[config.mk]
export PLATFORM = sky130hd
export DESIGN_NAME = mrs_reset_sequencer
export DESIGN_NICKNAME = d
export VERILOG_FILES = /design/src/mrs_tick_counter.v /design/src/mrs_reset_sequencer.v
export VERILOG_INCLUDE_DIRS = /design/src /design/src/src
export SDC_FILE = /design/constraint.sdc
export NUM_CORES = 1
export LEC_CHECK = 0
export BUFFER_PORTS_ARGS = -buffer_cell sky130_fd_sc_hd__buf_2
export CORE_MARGIN = 5
export CORE_UTILIZATION = 50
export CTS_CLUSTER_DIAMETER = 80
export DETAILED_ROUTE_END_ITERATION = 10
export PLACE_DENSITY = 0.71
export SETUP_SLACK_MARGIN = 0.15
export SYNTH_ARGS = -nofsm -noshare
export SYNTH_HDL_FRONTEND = slang
export SYNTH_SLANG_ARGS = --single-unit
[constraint.sdc]
create_clock -name CLOCK -period 6 [get_ports CLOCK]
set_clock_uncertainty 0.05 [all_clocks]
set_input_delay 0.3 -clock CLOCK [delete_from_list [all_inputs] [get_ports CLOCK]]
set_output_delay 0.3 -clock CLOCK [all_outputs]
set_load 0.01 [all_outputs]
[src/mrs_defs.vh]
// Constants for the reset source sequencer: sequencer states, cause codes,
// cause-register bit positions and reset values.
// Assumes inclusion by bare name from the sequencer design files.
`ifndef MRS_DEFS_VH
`define MRS_DEFS_VH

// Low-speed oscillator cycles counted before the internal reset is released
`define MRS_RELEASE_TICKS 6'd32
`define MRS_TICK_W 6

// Sequencer states
`define MRS_ST_RUN 2'b00
`define MRS_ST_HOLD 2'b01
`define MRS_ST_COUNT 2'b10
`define MRS_ST_HALT 2'b11

// Reset cause codes
`define MRS_CAUSE_POR 3'h0
`define MRS_CAUSE_MON0 3'h1
`define MRS_CAUSE_PIN 3'h2
`define MRS_CAUSE_OSC 3'h3
`define MRS_CAUSE_MON1 3'h4
`define MRS_CAUSE_MON2 3'h5
`define MRS_CAUSE_WDT 3'h6
`define MRS_CAUSE_SOFT 3'h7

// Bit positions in the reset cause register
`define MRS_BIT_CWR 0
`define MRS_BIT_HWR 1
`define MRS_BIT_SWR 2
`define MRS_BIT_WDR 3
`define MRS_BIT_LVD1 4
`define MRS_BIT_LVD2 5
`define MRS_BIT_OSD 6
`define MRS_CAUSE_W 7

// Cause register after a power-on of the sequencer (cold start, no flag)
`define MRS_CAUSE_RST 7'h00

// Synchroniser reset values: {pin_b, mon0_low, mon1_low, mon2_low, osc_stop, strap}
`define MRS_SYNC_W 6
`define MRS_SYNC_RST 6'h30

// Processor-mode bits after async reset, before the strap is captured
`define MRS_MODE_RST 2'h0

`endif

[src/mrs_tick_counter.v]
// Counts rising edges of the low-speed on-chip oscillator clock while enabled
// and flags when the programmed number of edges has been seen.
// Assumes the oscillator clock is asynchronous to CLOCK and much slower.
`timescale 1ns/1ps
`include "mrs_defs.vh"

module mrs_tick_counter #(
   parameter TICK_W = `MRS_TICK_W,
   parameter [`MRS_TICK_W-1:0] TICKS = `MRS_RELEASE_TICKS
) (
   input wire clk,
   input wire rst_b,
   input wire ce,
   input wire osc_clk,
   input wire run,
   output reg done
);

   reg sync1;
   reg sync2;
   reg sync3;
   reg [TICK_W-1:0] cnt;
   wire tick_edge;

   assign tick_edge = sync2 & ~sync3;

   // Two-stage synchroniser, third stage only for edge detection
   always @(posedge clk or negedge rst_b) begin
      if (!rst_b) begin
         sync1 <= 1'b0;
         sync2 <= 1'b0;
         sync3 <= 1'b0;
      end else if (ce) begin
         sync1 <= osc_clk;
         sync2 <= sync1;
         sync3 <= sync2;
      end
   end

   // Count restarts from zero whenever run drops
   always @(posedge clk or negedge rst_b) begin
      if (!rst_b) begin
         cnt <= {TICK_W{1'b0}};
         done <= 1'b0;
      end else if (ce) begin
         if (!run) begin
            cnt <= {TICK_W{1'b0}};
            done <= 1'b0;
         end else if (tick_edge && !done) begin
            cnt <= cnt + 1'b1;
            done <= (cnt == TICKS - 1'b1);
         end
      end
   end

endmodule // mrs_tick_counter

[src/mrs_reset_sequencer.v]
// Reset sequencer: merges all reset sources into the internal reset, times
// its release, records the reset cause and keeps the processor-mode bits through the milder resets.
// Assumes analog monitors, oscillator-stop detector and watchdog deliver only
// their trigger levels or pulses; RST_B is the power-on of this logic.
`timescale 1ns/1ps
`include "mrs_defs.vh"

module mrs_reset_sequencer #(
   parameter TICK_W = `MRS_TICK_W,
   parameter [`MRS_TICK_W-1:0] RELEASE_TICKS = `MRS_RELEASE_TICKS
) (
   input wire CLOCK,
   input wire RST_B,
   input wire CE,
   input wire RESET_PIN_B,
   input wire OSC_LS_CLK,
   input wire MON0_LOW,
   input wire MON1_LOW,
   input wire MON2_LOW,
   input wire OSC_STOP_DET,
   input wire MODE_STRAP,
   input wire MON0_RESET_EN,
   input wire MON1_RESET_SEL,
   input wire MON2_RESET_SEL,
   input wire WDT_RESET_SEL,
   input wire OSC_STOP_ACTION,
   input wire WDT_UNDERFLOW,
   input wire SOFT_RESET_WR,
   input wire CWR_WR,
   input wire CWR_WDATA,
   input wire OSC_STOP_CAUSE_FLAG_WR,
   input wire OSC_STOP_CAUSE_FLAG_WDATA,
   input wire MODE_WR,
   input wire [1:0] MODE_WDATA,
   input wire CLK_SEL_CLR,
   output reg INT_RESET_B,
   output reg VECTOR_FETCH,
   output reg CPU_HALT,
   output reg CLK_LS_DIV8_SEL,
   output reg PIN_RESET_CAUSE_FLAG,
   output reg COLD_WARM_START_FLAG,
   output reg OSC_STOP_CAUSE_FLAG,
   output reg MONITOR1_CAUSE_FLAG,
   output reg MONITOR2_CAUSE_FLAG,
   output reg WATCHDOG_CAUSE_FLAG,
   output reg SOFT_RESET_CAUSE_FLAG,
   output reg [1:0] PROC_MODE
);

   // Asynchronous inputs and their synchronised copies
   wire [`MRS_SYNC_W-1:0] async_in;
   reg [`MRS_SYNC_W-1:0] sync1;
   reg [`MRS_SYNC_W-1:0] sync2;
   wire pin_b_s;
   wire mon0_low_s;
   wire mon1_low_s;
   wire mon2_low_s;
   wire osc_stop_s;
   wire strap_s;

   reg [1:0] state;
   reg [1:0] next_state;
   reg [2:0] cause;
   reg [2:0] next_cause;
   reg por_pending;
   reg [`MRS_CAUSE_W-1:0] flags;
   reg [`MRS_CAUSE_W-1:0] next_flags;
   reg [1:0] next_mode;
   reg release_now;
   reg take_reset;
   localparam [`MRS_SYNC_W-1:0] sync_init = `MRS_SYNC_RST;

   wire src_por;
   wire src_mon0;
   wire src_pin;
   wire src_osc;
   wire src_mon1;
   wire src_mon2;
   wire src_wdt;
   wire src_soft;
   wire any_src;
   wire count_done;
   wire mode_keep;

   assign async_in = {RESET_PIN_B, MON0_LOW, MON1_LOW, MON2_LOW, OSC_STOP_DET, MODE_STRAP};

   genvar gi;
   generate
      for (gi = 0; gi < `MRS_SYNC_W; gi = gi + 1) begin : g_sync
         always @(posedge CLOCK or negedge RST_B) begin
            if (!RST_B) begin
               sync1[gi] <= sync_init[gi];
               sync2[gi] <= sync_init[gi];
            end else if (CE) begin
               sync1[gi] <= async_in[gi];
               sync2[gi] <= sync1[gi];
            end
         end
      end
   endgenerate

   assign pin_b_s = sync2[5];
   assign mon0_low_s = sync2[4];
   assign mon1_low_s = sync2[3];
   assign mon2_low_s = sync2[2];
   assign osc_stop_s = sync2[1];
   assign strap_s = sync2[0];

   // Reset requests; the halted state listens to pin and monitor 0 only
   assign src_por = por_pending & mon0_low_s;
   assign src_mon0 = mon0_low_s & MON0_RESET_EN;
   assign src_pin = ~pin_b_s;
   assign src_osc = osc_stop_s & ~OSC_STOP_ACTION & (state != `MRS_ST_HALT);
   assign src_mon1 = mon1_low_s & MON1_RESET_SEL & (state != `MRS_ST_HALT);
   assign src_mon2 = mon2_low_s & MON2_RESET_SEL & (state != `MRS_ST_HALT);
   assign src_wdt = WDT_UNDERFLOW & WDT_RESET_SEL & (state != `MRS_ST_HALT);
   assign src_soft = SOFT_RESET_WR & (state != `MRS_ST_HALT);
   assign any_src = src_por | src_mon0 | src_pin | src_osc | src_mon1 | src_mon2 |
                    src_wdt | src_soft;

   // Processor mode kept by the milder resets
   assign mode_keep = (cause != `MRS_CAUSE_POR) && (cause != `MRS_CAUSE_MON0) &&
                      (cause != `MRS_CAUSE_PIN);

   mrs_tick_counter #(
      .TICK_W(TICK_W),
      .TICKS(RELEASE_TICKS)
   ) u_ticks (
      .clk(CLOCK),
      .rst_b(RST_B),
      .ce(CE),
      .osc_clk(OSC_LS_CLK),
      .run(state == `MRS_ST_COUNT),
      .done(count_done)
   );

   // Highest-priority cause among simultaneous sources
   always @* begin
      if (src_por)
         next_cause = `MRS_CAUSE_POR;
      else if (src_mon0)
         next_cause = `MRS_CAUSE_MON0;
      else if (src_pin)
         next_cause = `MRS_CAUSE_PIN;
      else if (src_osc)
         next_cause = `MRS_CAUSE_OSC;
      else if (src_mon1)
         next_cause = `MRS_CAUSE_MON1;
      else if (src_mon2)
         next_cause = `MRS_CAUSE_MON2;
      else if (src_wdt)
         next_cause = `MRS_CAUSE_WDT;
      else
         next_cause = `MRS_CAUSE_SOFT;
   end

   // Sequencer transitions
   always @* begin
      next_state = state;
      release_now = 1'b0;
      take_reset = any_src;
      case (state)
         `MRS_ST_RUN: begin
            if (any_src)
               next_state = `MRS_ST_HOLD;
         end
         `MRS_ST_HOLD: begin
            if (any_src)
               next_state = `MRS_ST_HOLD;
            else if (cause == `MRS_CAUSE_PIN) begin
               next_state = `MRS_ST_RUN;
               release_now = 1'b1;
            end else if (cause == `MRS_CAUSE_OSC)
               next_state = `MRS_ST_HALT;
            else
               next_state = `MRS_ST_COUNT;
         end
         `MRS_ST_COUNT: begin
            if (any_src)
               next_state = `MRS_ST_HOLD;
            else if (count_done) begin
               next_state = `MRS_ST_RUN;
               release_now = 1'b1;
            end
         end
         `MRS_ST_HALT: begin
            if (any_src)
               next_state = `MRS_ST_HOLD;
         end
         default: begin
            next_state = `MRS_ST_HOLD;
            take_reset = 1'b1;
         end
      endcase
   end

   // Cause register: a reset taken in the same cycle beats any software write
   always @* begin
      next_flags = flags;
      if (take_reset) begin
         next_flags[`MRS_BIT_HWR] = 1'b0;
         next_flags[`MRS_BIT_SWR] = 1'b0;
         next_flags[`MRS_BIT_WDR] = 1'b0;
         next_flags[`MRS_BIT_LVD1] = 1'b0;
         next_flags[`MRS_BIT_LVD2] = 1'b0;
         next_flags[`MRS_BIT_OSD] = 1'b0;
         case (next_cause)
            `MRS_CAUSE_POR: begin
               next_flags[`MRS_BIT_CWR] = 1'b0;
            end
            `MRS_CAUSE_MON0: begin
               next_flags[`MRS_BIT_CWR] = 1'b0;
            end
            `MRS_CAUSE_PIN: begin
               next_flags[`MRS_BIT_HWR] = 1'b1;
               next_flags[`MRS_BIT_OSD] = flags[`MRS_BIT_OSD];
            end
            `MRS_CAUSE_OSC: begin
               next_flags[`MRS_BIT_OSD] = 1'b1;
            end
            `MRS_CAUSE_MON1: begin
               next_flags[`MRS_BIT_LVD1] = 1'b1;
            end
            `MRS_CAUSE_MON2: begin
               next_flags[`MRS_BIT_LVD2] = 1'b1;
            end
            `MRS_CAUSE_WDT: begin
               next_flags[`MRS_BIT_WDR] = 1'b1;
            end
            default: begin
               next_flags[`MRS_BIT_SWR] = 1'b1;
            end
         endcase
      end else begin
         if (CWR_WR && CWR_WDATA)
            next_flags[`MRS_BIT_CWR] = 1'b1;
         if (OSC_STOP_CAUSE_FLAG_WR && !OSC_STOP_CAUSE_FLAG_WDATA)
            next_flags[`MRS_BIT_OSD] = 1'b0;
      end
   end

   // Processor mode: strap on the harsh resets, kept otherwise
   always @* begin
      next_mode = PROC_MODE;
      if (release_now && !mode_keep)
         next_mode = {strap_s, strap_s};
      else if (release_now)
         next_mode = PROC_MODE;
      else if (MODE_WR && state == `MRS_ST_RUN && !any_src)
         next_mode = MODE_WDATA;
   end

   // Sequencer and cause state
   always @(posedge CLOCK or negedge RST_B) begin
      if (!RST_B) begin
         state <= `MRS_ST_HOLD;
         cause <= `MRS_CAUSE_POR;
         por_pending <= 1'b1;
         flags <= `MRS_CAUSE_RST;
         PROC_MODE <= `MRS_MODE_RST;
      end else if (CE) begin
         state <= next_state;
         if (take_reset)
            cause <= next_cause;
         if (release_now)
            por_pending <= 1'b0;
         flags <= next_flags;
         PROC_MODE <= next_mode;
      end
   end

   // Registered outputs: internal reset, vector fetch, CPU halt and clock select
   always @(posedge CLOCK or negedge RST_B) begin
      if (!RST_B) begin
         INT_RESET_B <= 1'b0;
         VECTOR_FETCH <= 1'b0;
         CPU_HALT <= 1'b0;
         CLK_LS_DIV8_SEL <= 1'b1;
      end else if (CE) begin
         INT_RESET_B <= (next_state == `MRS_ST_RUN);
         VECTOR_FETCH <= release_now;
         CPU_HALT <= (next_state == `MRS_ST_HALT);
         if (next_state != `MRS_ST_RUN)
            CLK_LS_DIV8_SEL <= 1'b1;
         else if (CLK_SEL_CLR && !release_now)
            CLK_LS_DIV8_SEL <= 1'b0;
      end
   end

   // Cause flags mirrored to output flip-flops
   always @(posedge CLOCK or negedge RST_B) begin
      if (!RST_B) begin
         PIN_RESET_CAUSE_FLAG <= 1'b0;
         COLD_WARM_START_FLAG <= 1'b0;
         OSC_STOP_CAUSE_FLAG <= 1'b0;
         MONITOR1_CAUSE_FLAG <= 1'b0;
         MONITOR2_CAUSE_FLAG <= 1'b0;
         WATCHDOG_CAUSE_FLAG <= 1'b0;
         SOFT_RESET_CAUSE_FLAG <= 1'b0;
      end else if (CE) begin
         PIN_RESET_CAUSE_FLAG <= next_flags[`MRS_BIT_HWR];
         COLD_WARM_START_FLAG <= next_flags[`MRS_BIT_CWR];
         OSC_STOP_CAUSE_FLAG <= next_flags[`MRS_BIT_OSD];
         MONITOR1_CAUSE_FLAG <= next_flags[`MRS_BIT_LVD1];
         MONITOR2_CAUSE_FLAG <= next_flags[`MRS_BIT_LVD2];
         WATCHDOG_CAUSE_FLAG <= next_flags[`MRS_BIT_WDR];
         SOFT_RESET_CAUSE_FLAG <= next_flags[`MRS_BIT_SWR];
      end
   end

endmodule // mrs_reset_sequencer

* Yosys cells after proc, flatten, opt, wreduce, memory -nomap -nowiden
Cells that the tools add are included. W data, S select, Z words.
Word-level totals: bits in registers 48, output and inout bits 13, input bits 25
Operators by class: mux-type cells 40, eq/ne operators 18, reductions and logical operators 29, add/subtract/negate cells 1, bitwise logic cells 22
Operators by type and width (count):
- $mux W1 | 20
- $mux W2 | 10
- $and A1 B1 Y1 | 12
- $eq A3 B2 Y1 const B | 4
- $mux W3 | 4
- $mux W6 | 2
- $eq A3 B3 Y1 const B | 3
- $logic_and A1 B1 Y1 | 9
- $reduce_and A2 Y1 | 4
- $or A1 B1 Y1 | 7
- $reduce_or A7 Y1 | 1
- $add A6 B1 Y6 const B | 1
- $eq A2 B2 Y1 const B | 3
- $eq A6 B5 Y1 const B | 1
- $pmux W2 S3 | 1
- $reduce_bool A2 Y1 | 3
- $logic_not A1 Y1 | 5
- $mux W5 | 1
- $logic_not A2 Y1 | 2
- $ne A2 B2 Y1 const B | 2
- $pmux W1 S2 | 2
- $reduce_or A2 Y1 | 2
- $eq A3 B1 Y1 const B | 1
- $logic_not A3 Y1 | 1
- 7 further kinds | 9

* Logic depth before layout (Yosys ltp)
depth after elaboration 14, gate-level depth with buffers 9

* Cells and area by module
From an unflattened synthesis, not the netlist that was laid out.
Second synthesis, totals: cells, all modules 184, area total of the unflattened synthesis 2045.7 µm²
By module, submodules not included:
- mrs_reset_sequencer | seq. area each 784.5 µm², area an instance 1531.5 µm², instances 1, cells an instance 136
- mrs_tick_counter | seq. area each 250.2 µm², area an instance 514.2 µm², instances 1, cells an instance 48

* Least setup slack after synthesis
Ideal clock, no wire load.
kind register -> register, from register state[0], to register PROC_MODE[0], path buffers 1, period minus slack after synthesis 2.006 ns, setup time 0.138 ns, slack 3.994 ns, arrival 1.818 ns, stages on the path, launching flop included 9, path through dfstp_2 -> inv_1 -> ha_1 -> buf_2 -> and2_1 -> o21ai_0 -> o21ai_0 -> and2_1 -> a2bb2oi_1
Between the ends: longest elaborated chain between the ends 12, elaborated cells on any way between the ends 25, those cells by class 4 x eq/ne; 4 x mux; 10 x bitwise; 7 x reduce/logical
Ends and longest elaborated chain:
- from (decl) | line mrs_reset_sequencer.v:61 | reg [1:0] state;
- from (signal assigned) | line mrs_reset_sequencer.v:256 | state <= `MRS_ST_HOLD;
- from (signal assigned) | line mrs_reset_sequencer.v:262 | state <= next_state;
- $ne A2 B2 Y1 (no source line)
- $and A1 B1 Y1 | line mrs_reset_sequencer.v:113 | assign src_osc = osc_stop_s & ~OSC_STOP_ACTION & (state != `MRS_ST_HALT);
- $or A1 B1 Y1 (4 in a row) | line mrs_reset_sequencer.v:118 | assign any_src = src_por | src_mon0 | src_pin | src_osc | src_mon1 | src_mon2 |
- $or A1 B1 Y1 | line mrs_reset_sequencer.v:119 | src_wdt | src_soft;
- $mux W1, on equally long branches | line mrs_reset_sequencer.v:179, mrs_reset_sequencer.v:168
- $pmux W1 S2 | line mrs_reset_sequencer.v:162 | case (state)
- $logic_and A1 B1 Y1 | line mrs_reset_sequencer.v:245 | if (release_now && !mode_keep)
- $ne A2 B1 Y1 (no source line) / $reduce_bool A2 Y1 (equally long branches)
- $reduce_and A3 Y1 (no source line)
- to (signal assigned) | line mrs_reset_sequencer.v:260 | PROC_MODE <= `MRS_MODE_RST;
- to (signal assigned) | line mrs_reset_sequencer.v:268 | PROC_MODE <= next_mode;
- to (decl) | line mrs_reset_sequencer.v:47 | output reg [1:0] PROC_MODE
Several ways; a longest one is shown, not always the timed one. A chain may end at the register's enable or synchronous reset.

* Final worst setup path
from register state[0], to register cause[0]
Between the ends: longest elaborated chain between the ends 9, elaborated cells on any way between the ends 19, those cells by class 1 x eq/ne; 7 x mux; 10 x bitwise; 1 x reduce/logical
Ends and longest elaborated chain:
- $ne A2 B2 Y1 (no source line) (*)
- $and A1 B1 Y1 | line mrs_reset_sequencer.v:116 | assign src_wdt = WDT_UNDERFLOW & WDT_RESET_SEL & (state != `MRS_ST_HALT);
- $mux W1 | line mrs_reset_sequencer.v:151 | else if (src_wdt)
- $mux W2 | line mrs_reset_sequencer.v:149 | else if (src_mon2)
- $mux W2 | line mrs_reset_sequencer.v:147 | else if (src_mon1)
- $mux W3 | line mrs_reset_sequencer.v:145 | else if (src_osc)
- $mux W3 | line mrs_reset_sequencer.v:143 | else if (src_pin)
- $mux W3 | line mrs_reset_sequencer.v:141 | else if (src_mon0)
- $mux W3 | line mrs_reset_sequencer.v:139 | if (src_por)
- to (signal assigned) | line mrs_reset_sequencer.v:257 | cause <= `MRS_CAUSE_POR;
- to (signal assigned) | line mrs_reset_sequencer.v:264 | cause <= next_cause;
- to (decl) | line mrs_reset_sequencer.v:63 | reg [2:0] cause;
Mark *: on every way between the ends. The rest lies on a longest branch, timed or not.

==> flow_summary.json <==
{
  "path_buf_inv": 0,
  "first_pass_iters": 4,
  "fmax_ghz": 0.416,
  "route.vias.total": 1520,
  "worstSkewPairLatency_ns": 0.29,
  "synth_top_family_by_area": "compound AO/OA/AOI/OAI gates",
  "cts_buffers": 5,
  "cts.sinks": 41,
  "synth_nets": 219,
  "post_drt_wl_per_cell_um": 14.2,
  "numPortBuffers": 37,
  "power_density_nw_per_um2": 288,
  "synth_edf_count": 0,
  "synth_xor_area_share_pct": 0.436,
  "cpPeakStageDelay_ns": 0.81,
  "final_cells": 277,
  "coreArea_um2": 3940,
  "synthMuxAreaShare_pct": 8.40,
  "synth_seq_area_share_pct": 51.5,
  "routed_wl_um": 3950,
  "grt_max_degree": 42,
  "place_inst": 269,
  "clockBufferDepth": 2,
  "slew_viol_final": 0,
  "tightest_slew_ns": 1.11,
  "grt_pass1_vias": 1546,
  "die_w_um": 73.4,
  "tritoncts": "done",
  "ant_nets": 0,
  "route.detailed.drc": 0,
  "critPathLaunchType": "register",
  "tns_ns": 0,
  "drive_above_1_share_pct": 30.8,
  "fin_crit_ns": 2.40,
  "rsz0062_at_grt": "no",
  "via_per_inst": 5.49,
  "crit_path_top_delay_cell": "o21ai_0",
  "cp_cell_sequence": "ha_1 > or3b_4 > o211ai_2 > o21ai_0 > o21ai_0",
  "layout-area-overhead-vs-synth_pct": 14.9,
  "setup_viol": 0,
  "synth-simple-area-share_pct": 13.0,
  "ys_types": 46,
  "final_cell_mix": "37 x buf_2, 34 x dfrtp_1, 18 x nand2_1",
  "clk_pin_slew_ns": 0.08,
  "synth_compound_area_share_pct": 19.9,
  "peakVddDrop_mv": 0.177,
  "path_max_fanout": 11,
  "dpl.hpwl_um": 2970,
  "rows": 23,
  "crit_arrival_ns": 2.49,
  "holdBufCountCts": 0,
  "gp_congestion": 0.835,
  "drtIter0Drc": 85,
  "cts-root-buf": "clkbuf_8",
  "p_total_mw": 0.665,
  "ctsHtreeMaxLevel": 2,
  "grt_pass1_wl_um": 7010,
  "status": "completed",
  "fp.dieH_um": 73.4,
  "yosysWarnings": 0,
  "synthArstFlopShare_pct": 100,
  "synthAdderAreaFrac_pct": 3.73,
  "synthesis.instances": 188,
  "grt_antenna_before_repair": 0,
  "crit_type": "reg -> reg",
  "num_antenna_cells": 0,
  "gr-total-overflow": 0,
  "cts_resized": 0,
  "whs_ns": 0.0683,
  "synth_flop_cell": "dfrtp_1",
  "track_usage_pct": 17.0,
  "io_pins": 38,
  "max_slew_margin_pct": 25.3,
  "final_core_util_pct": 58.6,
  "cts_setup_buffers": 0,
  "syn_area_um2": 2010,
  "leakagePower_nw": 1.04,
  "cp-end-kind": "register",
  "start_util_pct": 51.0,
  "ys_seq_elements": 41,
  "path_common_cell": "o21ai_0",
  "synth_area_per_cell_um2": 10.7,
  "die_area_um2": 5390,
  "hp-class": "in -> async",
  "finalNetCount": 257,
  "maxCapViolations": 0,
  "period_share_pct": 40.1,
  "layout_commonest_cell": "buf_2",
  "final-hold-violation-count": 0,
  "critPathTopFamily": "compound AO/OA/AOI/OAI gates",
  "required_ns": 6.09
}
layout make-up:
class                           count  area [um2]
Timing Repair Buffer               37         185
Inverter                            9        33.8
Tap cell                           50        62.6
Clock buffer                        8        80.1
Sequential cell                    41        1030
Fill cell                         362        1630
Multi-Input combinational cell    132         915
path summary, 6_finish.rpt:
kind,start,end,slack [ns],cells after the start
max reg2reg,state[0],cause[0],3.60,5
min in group CLOCK,MON2_LOW,sync1[2],0.19,2
min,RST_B,u_ticks.cnt[1],0.07,1
max,state[0],cause[0],3.60,5
min reg2reg,flags[4],flags[4],0.43,2
max in group asynchronous,RST_B,flags[1],5.28,1
worst register-to-register path: cells and delay by family, from the launching register on:
kind            cells  cell delay (ns)
fa+ha+maj           1             0.32
compound gates      3             1.09
flops               1             0.59
simple gates        1             0.20
through the flow:
step	instance area, um2	setup slack, ns
after floorplan	2010	3.99
after CTS	2310	3.59
after global routing	2310	3.24
after global placement	2230	3.66
after detailed placement	2230	3.58
final	2310	3.60
per-layer routing:
metal	wire, um	track usage, %	vias up
met4	53	6.04	0
met1	1860	22.2	725
li1	-	-	760
met5	0	0	-
met3	238	5.06	5
met2	1790	27.0	30
cells in the mapped netlist, types with 4 or more instances:
library cell,instances,area share (%)
dfrtp_1,34,42
nand2_1,18,3.4
a21oi_1,15,3.7
mux2_2,15,8.4
o21ai_0,15,3.7
inv_1,9,1.7
nor2_1,9,1.7
dfstp_2,7,9.1
ha_1,6,3.7
buf_2,4,1.0
nand2b_1,4,1.2
nor3_1,4,1.0
o31ai_1,4,1.5
kinds of logic after synthesis:
group | after synthesis
compound gates | 59
flops | 41
fa+ha+maj | 6
buf+inv | 15
simple gates | 51
xor+xnor | 1
mux | 15
flip-flops by register name, summed over array words and instances (netlist names), 2 cells and up:
signal       flops
PROC_MODE        2
state            2
u_ticks.cnt      6
sync1            6
cause            3
flags            7
power breakdown:
group	switching (mW)	internal [mW]
registers	0.0268	0.317
clock network	0.0895	0.0827
logic	0.0800	0.0689
Note: power is estimated with default switching activity, not from simulation.
